`config.mk`:
```
export PLATFORM = sky130hd
export DESIGN_NAME = serial_baud_gen_soft_reset
export DESIGN_NICKNAME = d
export VERILOG_FILES = /design/src/hw/baud_pkg.sv /design/src/hw/baud_tick_gen.sv /design/src/hw/serial_baud_gen_soft_reset.sv
export VERILOG_INCLUDE_DIRS = /design/src /design/src/hw
export SDC_FILE = /design/constraint.sdc
export NUM_CORES = 1
export LEC_CHECK = 0
export BUFFER_PORTS_ARGS = -buffer_cell sky130_fd_sc_hd__buf_4
export CORE_ASPECT_RATIO = 2
export CORE_UTILIZATION = 27
export DETAILED_ROUTE_END_ITERATION = 12
export PLACE_DENSITY_LB_ADDON = 0.1
export REMOVE_ABC_BUFFERS = 1
export SYNTH_ARGS = -nofsm -noshare
export SYNTH_HDL_FRONTEND = slang
export SYNTH_SLANG_ARGS = --single-unit
```
`constraint.sdc`:
```
create_clock -name aclk -period 5.9 [get_ports aclk]
set_clock_uncertainty 0.05 [all_clocks]
set_input_delay 0.295 -clock aclk [delete_from_list [all_inputs] [get_ports aclk]]
set_output_delay 0.295 -clock aclk [all_outputs]
set_load 0.01 [all_outputs]
```
`src/hw/baud_params.svh`:
```
// register offsets, field positions, reset values and timing counts
`ifndef BAUD_PARAMS_SVH
`define BAUD_PARAMS_SVH
`define OFF_DIVIDER_CONTROL   8'h00
`define OFF_FRACTION_K        8'h04
`define OFF_FIFO_CONFIG       8'h08
`define OFF_CHANNEL_CONTROL   8'h0c
`define OFF_CHANNEL_STATUS    8'h10
`define OFF_SOFT_RESET        8'h14
`define DIVIDER_CONTROL_RESET 8'h00
`define FRACTION_K_RESET      4'h0
`define FIFO_CONFIG_RESET     5'h00
`define FRAC_ENABLE_BIT       6
`define CLK_SEL_HI            5
`define CLK_SEL_LO            4
`define DIVISOR_HI            3
`define DIVISOR_LO            0
`define CTL_RX_ENABLE_BIT     0
`define CTL_TX_ENABLE_BIT     1
`define CTL_UART_MODE_BIT     2
`define CTL_DOUBLE_BUF_BIT    3
`define SOFT_RESET_ARM        2'b10
`define SOFT_RESET_FIRE       2'b01
`define SOFT_RESET_DELAY      2'h2
`endif

```
`src/hw/baud_pkg.sv`:
```
// types shared by the baud generator and soft reset block
package baud_pkg;
  typedef struct packed {
    logic       frac_enable;
    logic [1:0] clk_select;
    logic [3:0] divisor;
    logic [3:0] fraction_k;
  } divider_cfg_t;

  typedef struct packed {
    logic tx_empty;
    logic rx_full;
    logic tx_running;
    logic overrun;
    logic parity;
    logic framing;
  } channel_flags_t;

  typedef enum logic [2:0] {
    sr_idle  = 3'b001,
    sr_armed = 3'b010,
    sr_wait  = 3'b100
  } soft_reset_state_t;
endpackage : baud_pkg

```
`src/hw/baud_tick_gen.sv`:
```
// prescaler tap select and N or N+(16-K)/16 divider producing baud ticks
`timescale 1ns/1ps
`include "baud_params.svh"
module baud_tick_gen
  import baud_pkg::*;
(
  input  wire logic         aclk,
  input  wire logic         aresetn,
  input  wire logic         ce,
  input  wire logic         clear,
  input  wire divider_cfg_t cfg,
  output logic              tick
);
  logic [5:0] prescale;
  logic       tap_pulse;
  logic [4:0] count;
  logic [4:0] n_value;
  logic [4:0] period;
  logic [4:0] next_accum;
  logic [4:0] accum;

  // free running prescaler giving div1/4/16/64 tap pulses
  always_ff @(posedge aclk) begin
    if (!aresetn || clear) begin
      prescale <= 6'h00;
    end else if (ce) begin
      prescale <= prescale + 6'h01;
    end
  end

  always_comb begin
    unique case (cfg.clk_select)
      2'b00: tap_pulse = 1'b1;
      2'b01: tap_pulse = (prescale[1:0] == 2'h3);
      2'b10: tap_pulse = (prescale[3:0] == 4'hf);
      2'b11: tap_pulse = (prescale[5:0] == 6'h3f);
    endcase
  end

  // code 0 means sixteen
  assign n_value = (cfg.divisor == 4'h0) ? 5'h10 : {1'b0, cfg.divisor};

  // distribute 16-K extra cycles evenly over sixteen periods
  assign next_accum = accum + 5'(5'h10 - {1'b0, cfg.fraction_k});
  assign period = (cfg.frac_enable && next_accum[4]) ? n_value + 5'h01
                                                     : n_value;

  always_ff @(posedge aclk) begin
    if (!aresetn || clear) begin
      count <= 5'h00;
      accum <= 5'h00;
      tick  <= 1'b0;
    end else if (ce) begin
      tick <= 1'b0;
      if (tap_pulse) begin
        if (count + 5'h01 >= period) begin
          count <= 5'h00;
          tick  <= 1'b1;
          accum <= cfg.frac_enable ? {1'b0, next_accum[3:0]} : 5'h00;
        end else begin
          count <= count + 5'h01;
        end
      end
    end
  end
endmodule : baud_tick_gen

```
`src/hw/serial_baud_gen_soft_reset.sv`:
```
// serial channel baud generator registers and two-write soft reset
`timescale 1ns/1ps
`include "baud_params.svh"
module serial_baud_gen_soft_reset
  import baud_pkg::*;
(
  input  wire logic        aclk,
  input  wire logic        aresetn,
  input  wire logic        ce,
  input  wire logic [7:0]  s_axi_awaddr,
  input  wire logic        s_axi_awvalid,
  output logic             s_axi_awready,
  input  wire logic [31:0] s_axi_wdata,
  input  wire logic [3:0]  s_axi_wstrb,
  input  wire logic        s_axi_wvalid,
  output logic             s_axi_wready,
  output logic [1:0]       s_axi_bresp,
  output logic             s_axi_bvalid,
  input  wire logic        s_axi_bready,
  input  wire logic [7:0]  s_axi_araddr,
  input  wire logic        s_axi_arvalid,
  output logic             s_axi_arready,
  output logic [31:0]      s_axi_rdata,
  output logic [1:0]       s_axi_rresp,
  output logic             s_axi_rvalid,
  input  wire logic        s_axi_rready,
  input  wire logic        set_tx_empty,
  input  wire logic        set_rx_full,
  input  wire logic        set_tx_running,
  input  wire logic        set_overrun,
  input  wire logic        set_parity,
  input  wire logic        set_framing,
  output logic             baud_tick,
  output logic             rx_enable,
  output logic             tx_enable,
  output logic             uart_mode,
  output logic             double_buffer,
  output logic [4:0]       fifo_config,
  output logic             soft_reset_pulse
);
  divider_cfg_t      cfg;
  channel_flags_t    flags;
  soft_reset_state_t sr_state;
  logic [1:0]        sr_delay;
  logic [7:0]        aw_addr;
  logic              aw_held;
  logic [31:0]       w_data;
  logic [3:0]        w_strb;
  logic              w_held;
  logic              do_write;
  logic              addr_ok;
  logic              soft_reset_write;

  function automatic logic mapped(input logic [7:0] addr);
    mapped = (addr == `OFF_DIVIDER_CONTROL) || (addr == `OFF_FRACTION_K)
          || (addr == `OFF_FIFO_CONFIG) || (addr == `OFF_CHANNEL_CONTROL)
          || (addr == `OFF_CHANNEL_STATUS) || (addr == `OFF_SOFT_RESET);
  endfunction : mapped

  // write channel: address and data latched independently
  // a frozen slave must not complete a handshake it cannot record
  assign s_axi_awready = ce && !aw_held && !s_axi_bvalid;
  assign s_axi_wready  = ce && !w_held && !s_axi_bvalid;
  assign do_write      = aw_held && w_held && !s_axi_bvalid;
  assign addr_ok       = mapped(aw_addr);
  assign soft_reset_write = do_write && (aw_addr == `OFF_SOFT_RESET)
                         && w_strb[0];

  always_ff @(posedge aclk) begin
    if (!aresetn) begin
      aw_held      <= 1'b0;
      w_held       <= 1'b0;
      aw_addr      <= 8'h00;
      w_data       <= 32'h0000_0000;
      w_strb       <= 4'h0;
      s_axi_bvalid <= 1'b0;
      s_axi_bresp  <= 2'h0;
    end else if (ce) begin
      if (s_axi_awvalid && s_axi_awready) begin
        aw_held <= 1'b1;
        aw_addr <= {s_axi_awaddr[7:2], 2'b00};
      end
      if (s_axi_wvalid && s_axi_wready) begin
        w_held <= 1'b1;
        w_data <= s_axi_wdata;
        w_strb <= s_axi_wstrb;
      end
      if (do_write) begin
        aw_held      <= 1'b0;
        w_held       <= 1'b0;
        s_axi_bvalid <= 1'b1;
        s_axi_bresp  <= addr_ok ? 2'h0 : 2'h2;
      end else if (s_axi_bvalid && s_axi_bready) begin
        s_axi_bvalid <= 1'b0;
      end
    end
  end

  // divider and fifo configuration registers, low byte lane only
  always_ff @(posedge aclk) begin
    if (!aresetn) begin
      cfg.frac_enable <= 1'b0;
      cfg.clk_select  <= 2'h0;
      cfg.divisor     <= 4'h0;
      cfg.fraction_k  <= `FRACTION_K_RESET;
      fifo_config     <= `FIFO_CONFIG_RESET;
    end else if (ce && do_write && w_strb[0]) begin
      if (aw_addr == `OFF_DIVIDER_CONTROL) begin
        cfg.frac_enable <= w_data[`FRAC_ENABLE_BIT];
        cfg.clk_select  <= w_data[`CLK_SEL_HI:`CLK_SEL_LO];
        cfg.divisor     <= w_data[`DIVISOR_HI:`DIVISOR_LO];
      end
      if (aw_addr == `OFF_FRACTION_K) begin
        cfg.fraction_k <= w_data[3:0];
      end
      if (aw_addr == `OFF_FIFO_CONFIG) begin
        fifo_config <= w_data[4:0];
      end
    end
  end

  // two-write recognition, then a fixed wait before execution
  always_ff @(posedge aclk) begin
    if (!aresetn) begin
      sr_state         <= sr_idle;
      sr_delay         <= 2'h0;
      soft_reset_pulse <= 1'b0;
    end else if (ce) begin
      soft_reset_pulse <= 1'b0;
      unique case (sr_state)
        sr_idle: begin
          if (soft_reset_write && w_data[1:0] == `SOFT_RESET_ARM) begin
            sr_state <= sr_armed;
          end
        end
        sr_armed: begin
          if (soft_reset_write) begin
            if (w_data[1:0] == `SOFT_RESET_FIRE) begin
              sr_state <= sr_wait;
              sr_delay <= `SOFT_RESET_DELAY - 2'h1;
            end else if (w_data[1:0] != `SOFT_RESET_ARM) begin
              sr_state <= sr_idle;
            end
          end
        end
        sr_wait: begin
          if (sr_delay == 2'h0) begin
            soft_reset_pulse <= 1'b1;
            sr_state         <= sr_idle;
          end else begin
            sr_delay <= sr_delay - 2'h1;
          end
        end
        default: sr_state <= sr_idle;
      endcase
    end
  end

  // channel control: enables and mode bits; soft reset clears the enables
  always_ff @(posedge aclk) begin
    if (!aresetn) begin
      rx_enable     <= 1'b0;
      tx_enable     <= 1'b0;
      uart_mode     <= 1'b0;
      double_buffer <= 1'b0;
    end else if (ce) begin
      if (soft_reset_pulse) begin
        rx_enable <= 1'b0;
        tx_enable <= 1'b0;
      end else if (do_write && w_strb[0]
                   && aw_addr == `OFF_CHANNEL_CONTROL) begin
        rx_enable     <= w_data[`CTL_RX_ENABLE_BIT];
        tx_enable     <= w_data[`CTL_TX_ENABLE_BIT];
        uart_mode     <= w_data[`CTL_UART_MODE_BIT];
        double_buffer <= w_data[`CTL_DOUBLE_BUF_BIT];
      end
    end
  end

  // status flags follow the engine; a set in the clearing cycle wins
  always_ff @(posedge aclk) begin
    if (!aresetn) begin
      flags <= '0;
    end else if (ce) begin
      if (soft_reset_pulse) begin
        flags <= '0;
      end
      if (set_tx_empty)   flags.tx_empty   <= 1'b1;
      if (set_rx_full)    flags.rx_full    <= 1'b1;
      if (set_tx_running) flags.tx_running <= 1'b1;
      if (set_overrun)    flags.overrun    <= 1'b1;
      if (set_parity)     flags.parity     <= 1'b1;
      if (set_framing)    flags.framing    <= 1'b1;
    end
  end

  // read channel: one cycle after arvalid is taken
  assign s_axi_arready = ce && !s_axi_rvalid;

  always_ff @(posedge aclk) begin
    if (!aresetn) begin
      s_axi_rvalid <= 1'b0;
      s_axi_rdata  <= 32'h0000_0000;
      s_axi_rresp  <= 2'h0;
    end else if (ce) begin
      if (s_axi_arvalid && s_axi_arready) begin
        s_axi_rvalid <= 1'b1;
        s_axi_rresp  <= mapped({s_axi_araddr[7:2], 2'b00}) ? 2'h0 : 2'h2;
        unique case ({s_axi_araddr[7:2], 2'b00})
          `OFF_DIVIDER_CONTROL: s_axi_rdata <= {25'h0, cfg.frac_enable,
                                     cfg.clk_select, cfg.divisor};
          `OFF_FRACTION_K:      s_axi_rdata <= {28'h0, cfg.fraction_k};
          `OFF_FIFO_CONFIG:     s_axi_rdata <= {27'h0, fifo_config};
          `OFF_CHANNEL_CONTROL: s_axi_rdata <= {28'h0, double_buffer,
                                     uart_mode, tx_enable, rx_enable};
          `OFF_CHANNEL_STATUS:  s_axi_rdata <= {26'h0, flags};
          `OFF_SOFT_RESET:      s_axi_rdata <= {30'h0,
                                     (sr_state == sr_armed), 1'b0};
          default:              s_axi_rdata <= 32'h0000_0000;
        endcase
      end else if (s_axi_rvalid && s_axi_rready) begin
        s_axi_rvalid <= 1'b0;
      end
    end
  end

  baud_tick_gen u_tick (
    .aclk    (aclk),
    .aresetn (aresetn),
    .ce      (ce),
    .clear   (soft_reset_pulse),
    .cfg     (cfg),
    .tick    (baud_tick)
  );
endmodule : serial_baud_gen_soft_reset

```
Word level (Yosys, flattened, before mapping)
Index checks and enable logic that the tools add are counted.
W data, S select, Z words.
{"block": "totals", "input_bits": 66, "out_inout_bits": 52, "ff_bits": 103}
{"block": "op_classes", "mux": 41, "order_cmp": 1, "n_bitwise": 1, "n_eq_ne": 28, "n_addsub": 6, "n_reduce_logical": 76}
{"cell": "$pmux W7 S6", "n": 1}
{"cell": "$reduce_and A2 Y1", "n": 19}
{"cell": "$eq A6 B2 Y1 const B", "n": 4}
{"cell": "$eq A6 B3 Y1 const B", "n": 4}
{"cell": "$reduce_bool A2 Y1", "n": 12}
{"cell": "$mux W1", "n": 22}
{"cell": "$logic_and A1 B1 Y1", "n": 20}
{"cell": "$mux W3", "n": 5}
{"cell": "$mux W5", "n": 3}
{"cell": "$eq A6 B1 Y1 const B", "n": 2}
{"cell": "$ne A2 B2 Y1 const B", "n": 6}
{"cell": "$logic_or A1 B1 Y1", "n": 11}
{"cell": "$add A5 B1 Y5 const B", "n": 2}
{"cell": "$mux W2", "n": 5}
{"cell": "$reduce_and A5 Y1", "n": 2}
{"cell": "$pmux W3 S3", "n": 1}
{"cell": "$eq A2 B2 Y1 const B", "n": 4}
{"cell": "$logic_not A8 Y1", "n": 1}
{"cell": "$add A6 B1 Y6 const B", "n": 1}
{"cell": "$eq A6 B6 Y1 const B", "n": 1}
{"cell": "$logic_not A6 Y1", "n": 1}
{"cell": "$mux W6", "n": 1}
{"cell": "$reduce_and A3 Y1", "n": 2}
{"cell": "$add A5 B5 Y5", "n": 1}
{"cell": "other kinds (16)", "n": 22}

Logic depth before layout (Yosys ltp)
Gate-level depths: netlist of the first run.
{"block": "depth", "ltp_word": 7, "depth_mapped": 14}

Modules after synthesis
Synthesis of the first run repeated with hierarchy kept, for this count alone.
{"block": "hier_totals", "cells_unflattened": 465, "area_unflattened_um2": 4071.4}
{"module": "serial_baud_gen_soft_reset", "cells_per_inst": 338, "area_per_inst_um2": 2951.6, "instances": 1, "seq_area_each_um2": 1181.1}
{"module": "baud_tick_gen", "cells_per_inst": 127, "area_per_inst_um2": 1119.8, "instances": 1, "seq_area_each_um2": 320.3}

Worst setup path before layout of the first run
Ideal clock, no wire load.
{"block": "synth_path", "kind": "register to register", "from": "reg cfg[2] (netlist name)", "to": "reg u_tick.count[3]", "path_buffers": 0, "period_less_slack_ps": 3023, "t_arrival_ps": 2899, "stages_incl_launch_ff": 14, "path_slack_ps": 2877, "setup_time_ps": 74, "path_cell_list": "dfxtp_1 inv_1 ha_1 nor2b_1 o21a_1 o21ai_0 nor2_1 xnor2_1 ha_1 a21oi_1 o21ai_0 a21o_1 or4_1 a31oi_1"}
{"block": "synth_via", "elab_chain_cells": 6}
{"item": "$sub A5 B4 Y5", "line": "baud_tick_gen.sv:44", "text": "assign next_accum = accum + 5'(5'h10 - {1'b0, cfg.fraction_k});"}
{"item": "$add A5 B5 Y5", "line": "baud_tick_gen.sv:44"}
{"item": "$logic_and A1 B1 Y1", "line": "baud_tick_gen.sv:45", "text": "assign period = (cfg.frac_enable && next_accum[4]) ? n_value + 5'h01"}
{"item": "$mux W5", "line": "baud_tick_gen.sv:45"}
{"item": "$ge A5 B5 Y1", "line": "baud_tick_gen.sv:56", "text": "if (count + 5'h01 >= period) begin"}
{"item": "$mux W5", "line": "baud_tick_gen.sv:56"}
{"item": "end signal, assigned", "line": "baud_tick_gen.sv:61", "text": "count <= count + 5'h01;"}
{"item": "end, declared", "line": "baud_tick_gen.sv:16", "text": "logic [4:0] count;"}
Every way passes these cells.
A chain may end at the register's enable or synchronous reset.

Final worst setup path of the first run
{"block": "layout_path", "from": "reg cfg[2] (netlist name)", "to": "reg u_tick.count[3]"}
{"block": "layout_via", "elab_chain_cells": 6}
{"item": "$sub A5 B4 Y5", "line": "baud_tick_gen.sv:44"}
{"item": "$add A5 B5 Y5", "line": "baud_tick_gen.sv:44"}
{"item": "$logic_and A1 B1 Y1", "line": "baud_tick_gen.sv:45"}
{"item": "$mux W5", "line": "baud_tick_gen.sv:45"}
{"item": "$ge A5 B5 Y1", "line": "baud_tick_gen.sv:56"}
{"item": "$mux W5", "line": "baud_tick_gen.sv:56"}
Every way passes these cells.

==> flow_summary.yaml, run 1 <==
critical_path:
  reg2reg_from: "cfg[2]$_SDFFE_PN0P_"
  slowest_delay_ns: 0.56
  worstPathArrival_ns: 3.72
  endpoint: "u_tick.count[3]$_SDFFE_PP0P_"
  rr_endpoint: "u_tick.count[3]$_SDFFE_PP0P_"
  path_class: "reg2reg"
  rr_worst_depth: 13
  path_max_fanout: 8
  startpoint_type: "flop"
  cp.required_ns: 6.10
  startpoint: "cfg[2]$_SDFFE_PN0P_"
  cp_slowest_cell: "a21oi_1"
  regToRegSetupSlack_ns: 2.38
  end_kind: "flop"
  crit_chain: "inv_1 -> ha_1 -> nor2b_1 -> o21a_1 -> o21ai_0 -> nor2_1 -> xnor2_1 -> ha_1 -> a21oi_1 -> o21ai_0 -> a21oi_1 -> nand3_1 -> a31oi_1"
drt:
  dr.pass1.iters: 4
  drcViolationCount: 0
  vias: 3222
  drt_wl_total_um: 10300
  vias_per_cell: 4.68
  ant_nets: 0
  drt_iter0_drc: 93
  wire_per_inst_um: 15.0
sta:
  setup_viol: 0
  holdWs_ns: 0.164
  fin_crit_sh: 0.597
  fmax_mhz: 284
  rsz0062_at_grt: "false"
  finalMaxSlewViolations: 0
  tns_ns: 0
  finalCriticalPeriod_ns: 3.52
  fin_ws_ns: 2.38
  slew-limit-headroom: 0.305
  worstMarginPinSlew_ns: 1.03
  final-hold-violation-count: 0
clocking:
  clk_latency_ns: 0.33
  cts.sinks: 75
  post_cts_buffers: 0
  clockRootBuffer: "clkbuf_16"
  cts_tree: "yes"
  holdBufCountCts: 0
  cts-resized-gates: 0
  h-tree-depth: 3
  cts_buffers: 9
  cts.clk_slew.worst_paths_ns: 0.06
  ctsLongestPathBuffers: 2
cells_and_area:
  num-nets-final: 576
  drive_above_1_share: 0.166
  syn2layout_area_growth_pct: 20.6
  final_common_cell: "dfxtp_1"
  insertedDiodeCount: 0
  layout_common_cells: "dfxtp_1, buf_4, nand2_1"
global_routing:
  grt_pass1_vias: 3066
  antenna_found_initial: 0
  grt_overflow_total: 0
  grt_max_degree: 69
  grt_usage: 0.143
  grt_pass1_wl_um: 16000
synthesis:
  avgSynthCellArea_um2: 8.76
  synth_edf_count: 0
  synthTopCellsByArea: "dfxtp_1, mux2i_1, nor2b_1, buf_4, nand2_1"
  ys_warn_count: 0
  synth_area_leader_cell: "dfxtp_1"
  ys.flop_type: "dfxtp_1"
  ys_ff_latch: 75
  synth_top_area_frac: 0.385
  netlist_area_mm2: 0.00390
  async_flop_share: 0
  ys_seq_area_frac: 0.385
  syn_inst: 445
  synth_cell_types: 52
power_and_ir_drop:
  p_leak_nw: 1.75
  peakVddDrop_mv: 0.124
  power.density_mw_per_mm2: 254
floorplan:
  die_area_mm2: 0.0150
  die_w_um: 87.0
  die_y_um: 172
  rows: 61
  start_util: 0.279
  core_mm2: 0.0140
  io_pins: 118
placement:
  numPortBuffers: 58
  dp_slack_ns: 2.36
  place_congestion: 0.774
  dpl.hpwl_um: 7760
min_path:
  holdCritStartpoint: "s_axi_wdata[6]"
  hold_class: "in2reg"
status:
  status: "finished clean"
job:
  cap_viol_max_count: 0
worst min-delay path by stage:
stage	endpoint	slack, ns	cells past startpoint
after detailed placement	u_tick.count[4]$_SDFFE_PP0P_	0.41	2
after global routing	w_data[0]$_SDFFE_PN0P_	0.17	3
after global placement	u_tick.count[4]$_SDFFE_PP0P_	0.40	2
final	w_data[6]$_SDFFE_PN0P_	0.16	3
after floorplan	sr_state[0]$_SDFFE_PN1P_	0.32	1
after CTS	w_data[6]$_SDFFE_PN0P_	0.16	3
report_power, final:
part | switching [mW] | leakage (nW) | total, mW | internal [mW]
clock network | 0.227 | 0.146 | 0.571 | 0.344
registers | 0.0132 | 0.608 | 0.532 | 0.519
logic | 0.0518 | 0.998 | 0.0918 | 0.0400
metal layers:
metal | up-vias | GRT usage | routed length (µm)
met5 | - | 0 | 0
met4 | 0 | 0.0609 | 238
met3 | 10 | 0.0282 | 299
met2 | 69 | 0.277 | 5920
met1 | 1540 | 0.145 | 3850
li1 | 1603 | - | -
area by class of cell:
type / instances / area (µm²)
Multi-Input combinational cell: 337 / 2170
Sequential cell: 75 / 1500
Tap cell: 189 / 236
Clock buffer: 10 / 239
Timing Repair Buffer: 58 / 435
Inverter: 14 / 52.6
Clock inverter: 6 / 71.3
Fill cell: 1444 / 9270
state kept, by name, indices dropped and copies added (netlist names), 2 cells and up:
signal / flops
aw_addr: 6
cfg: 11
fifo_config: 5
flags: 6
s_axi_rdata: 7
sr_delay: 2
sr_state: 3
u_tick.accum: 4
u_tick.count: 5
u_tick.prescale: 6
w_data: 7
through the flow:
step / std cells / area (µm²) / util / power, mW
6_report: 689 / 4700 / 0.337 / 1.19
5_1_grt: 689 / 4700 / 0.337 / 1.25
4_1_cts: 689 / 4700 / 0.337 / 1.22
3_5_place_dp: 673 / 4390 / 0.314 / 0.637
3_3_place_gp: 673 / 4390 / 0.314 / 0.635
2_1_floorplan: 426 / 3720 / - / 0.587
cells in the mapped netlist (3+ instances only):
master and count:
a21boi_0 13, nor4_1 3, o21ai_1 3, a22oi_1 8, or3_1 3, nor3b_1 3, xor2_1 5, a32oi_1 3
nor2_1 23, nand2_1 50, clkbuf_1 15, a21oi_1 16, and2_1 4, ha_1 14, mux2i_1 26, nand4b_1 7
nand3_1 16, nand2b_1 7, nand4_1 7, xnor2_1 7, o22ai_1 3, nor2b_1 34, o31ai_1 3, dfxtp_1 75
o21ai_0 19, a31oi_1 6, a32o_1 3, inv_1 14, buf_4 27
critical path: cells and delay by family (launching register included):
family	cells	cell delay, ns
flops	1	0.38
compound gates	6	1.69
xor+xnor	1	0.16
fa+ha+maj	2	0.64
simple gates	3	0.47
buf+inv	1	0.06
kinds of logic (layout without fill, tap and decap cells):
family	Yosys count	in the layout	synth area share
buffers and inverters	59	88	0.0847
muxes	29	29	0.0783
DFF	75	75	0.385
adders and majority gates	15	15	0.0500
AOI/OAI and AO/OA	85	85	0.140
other	1	27	0.000962
xor gates and xnor gates	12	12	0.0269
and+or+nand+nor	169	169	0.234
Note: power is estimated with default switching activity, not from simulation.
==> inputs of run 2 (changes only) <==
==> constraint.sdc (replaced) <==
create_clock -name aclk -period 3.12 [get_ports aclk]
set_clock_uncertainty 0.05 [all_clocks]
set_input_delay 0.156 -clock aclk [delete_from_list [all_inputs] [get_ports aclk]]
set_output_delay 0.156 -clock aclk [all_outputs]
set_load 0.01 [all_outputs]
==> run 2 against run 1 <==
Effect of this change: setup slack worse by 2.2 ns; worst hold slack worse by 0.14 ns; non-clock buffer count up 17; critical path type unchanged.
==> flow_summary.yaml, run 2 (synthesized netlist as in run 1, its figures left out) <==
floorplan:
  rows: 61
  die_area_mm2: 0.0150
  die_w_um: 87.0
  start_util: 0.279
  die_y_um: 172
  core_mm2: 0.0140
  io_pins: 118
sta:
  slew-limit-headroom: 0.587
  fin_crit_sh: 0.954
  holdWs_ns: 0.0248
  tns_ns: 0
  rsz0062_at_grt: "true"
  finalCriticalPeriod_ns: 2.98
  worstMarginPinSlew_ns: 0.619
  fin_ws_ns: 0.142
  finalMaxSlewViolations: 0
  setup_viol: 0
  fmax_mhz: 336
  final-hold-violation-count: 0
power_and_ir_drop:
  swShare: 0.252
  p_leak_nw: 1.84
  pwr-share-seq: 0.467
  power.density_mw_per_mm2: 446
  pwr-share-comb: 0.083
  power_mw: 2.15
  internal_power_mw: 1.61
  switchingPower_uw: 542
  power.share.clock: 0.450
  peakVddDrop_mv: 0.244
global_routing:
  grt_pass1_vias: 3147
  grt_pass1_wl_um: 16300
  antenna_found_initial: 0
  grt_max_degree: 51
  grt_usage: 0.146
  grt_overflow_total: 0
job:
  cap_viol_max_count: 0
drt:
  wire_per_inst_um: 15.0
  dr.pass1.iters: 4
  drt_iter0_drc: 127
  drcViolationCount: 0
  vias_per_cell: 4.68
  drt_wl_total_um: 10600
  vias: 3298
  ant_nets: 0
placement:
  dpl.hpwl_um: 8010
  place_congestion: 0.750
  numPortBuffers: 58
  dp_slack_ns: -0.147
clocking:
  ctsLongestPathBuffers: 2
  holdBufCountCts: 0
  h-tree-depth: 3
  cts.sinks: 75
  clk_latency_ns: 0.34
  cts_buffers: 9
  cts_tree: "yes"
  clockRootBuffer: "clkbuf_16"
  cts.clk_slew.worst_paths_ns: 0.06
critical_path:
  regToRegSetupSlack_ns: 0.14
  end_kind: "flop"
  reg2reg_from: "u_tick.accum[0]$_SDFFE_PP0P_"
  critical_path_buf_inv_count: 2
  slowest_delay_ns: 0.40
  startpoint: "u_tick.accum[0]$_SDFFE_PP0P_"
  rr_worst_depth: 14
  worstPathArrival_ns: 3.18
  cp_slowest_cell: "or4_1"
  path_max_fanout: 3
  cp.required_ns: 3.32
  critPathMostFrequentCell: "o21ai_2"
  path_class: "reg2reg"
  endpoint: "u_tick.count[3]$_SDFFE_PP0P_"
  path_delay_family: "compound AO/OA/AOI/OAI gates"
  rr_endpoint: "u_tick.count[3]$_SDFFE_PP0P_"
  cp_num_cells: 14
  startpoint_type: "flop"
  crit_chain: "inv_2 -> ha_4 -> fa_2 -> nor2b_1 -> o21a_1 -> o21ai_2 -> buf_6 -> mux2i_1 -> ha_1 -> o211ai_1 -> o21ai_2 -> a21o_1 -> or4_1 -> a31oi_1"
cells_and_area:
  largest_registers: "cfg (11), s_axi_rdata (7), w_data (7)"
  regMostFlops: "cfg"
  syn2layout_area_growth_pct: 23.9
  layout_common_cells: "dfxtp_1, buf_4, nand2_1"
  largest_reg_flops: 11
  num-nets-final: 593
  insertedDiodeCount: 0
  fillers: 1478
  drive_above_1_share: 0.209
min_path:
  hold_class: "in2reg"
  holdCritStartpoint: "s_axi_wdata[5]"
status:
  status: "finished clean"
[run 2: changes by cell type in the layout (fill, tap and decap cells not counted), moves of 2 or more]
| cell | before | now |
|---|---|---|
| buf_4 | 58 | 74 |
| o21ai_2 | 0 | 2 |
| inv_6 | 3 | 0 |
| o21ai_0 | 19 | 17 |
| clkinv_2 | 0 | 3 |
[run 2: power groups by stage]
stage / Sequential (mW) / Clock [mW] / Combinational (mW)
final: 1.01 / 0.968 / 0.179
after CTS: 1.01 / 0.992 / 0.182
after global placement: 1.03 / 0 / 0.176
after detailed placement: 1.03 / 0 / 0.179
after floorplan: 1.02 / 0 / 0.0912
after global routing: 1.01 / 1.03 / 0.200
[run 2: worst min path at each step]
stage | end | cells after the start
finish | w_data[5]$_SDFFE_PN0P_ | 3
global route | w_data[6]$_SDFFE_PN0P_ | 3
CTS | aw_addr[3]$_SDFFE_PN0P_ | 3
detailed placement | aw_addr[3]$_SDFFE_PN0P_ | 3
global placement | aw_addr[2]$_SDFFE_PN0P_ | 3
floorplan | sr_state[0]$_SDFFE_PN1P_ | 1
[run 2: tightest hold or removal path: stages]
cell and delay (ns):
buf_4 0.11, nand2_1 0.04, a21boi_0 0.06
[run 2: layout make-up]
type	instances	area (µm²)	area share
Clock buffer	10	239	0.0495
Clock inverter	5	30.0	0.00622
Inverter	14	52.6	0.0109
Multi-Input combinational cell	337	2200	0.456
Sequential cell	75	1500	0.311
Tap cell	189	236	0.0490
Timing Repair Buffer	75	567	0.117
[run 2: per-layer routing]
layer | vias up | global-route usage | wire [µm]
met1 | 1569 | 0.150 | 3970
met3 | 14 | 0.0220 | 292
met2 | 72 | 0.280 | 6020
li1 | 1643 | - | -
met5 | - | 0 | 0
met4 | 0 | 0.0725 | 295
[run 2: repair_timing]
action | CTS | global route
pin swaps | 3 | 6
gates cloned | 0 | 0
gates resized for setup | 5 | 8
endpoints found under the setup margin | 10 | 10
buffers inserted | 0 | 2
[run 2: per-stage QoR]
step | utilization | cells | instance area, µm²
after floorplan | - | 426 | 3720
after global placement | 0.322 | 688 | 4500
after detailed placement | 0.322 | 688 | 4500
after CTS | 0.343 | 703 | 4790
after global routing | 0.346 | 705 | 4830
final | 0.346 | 705 | 4830
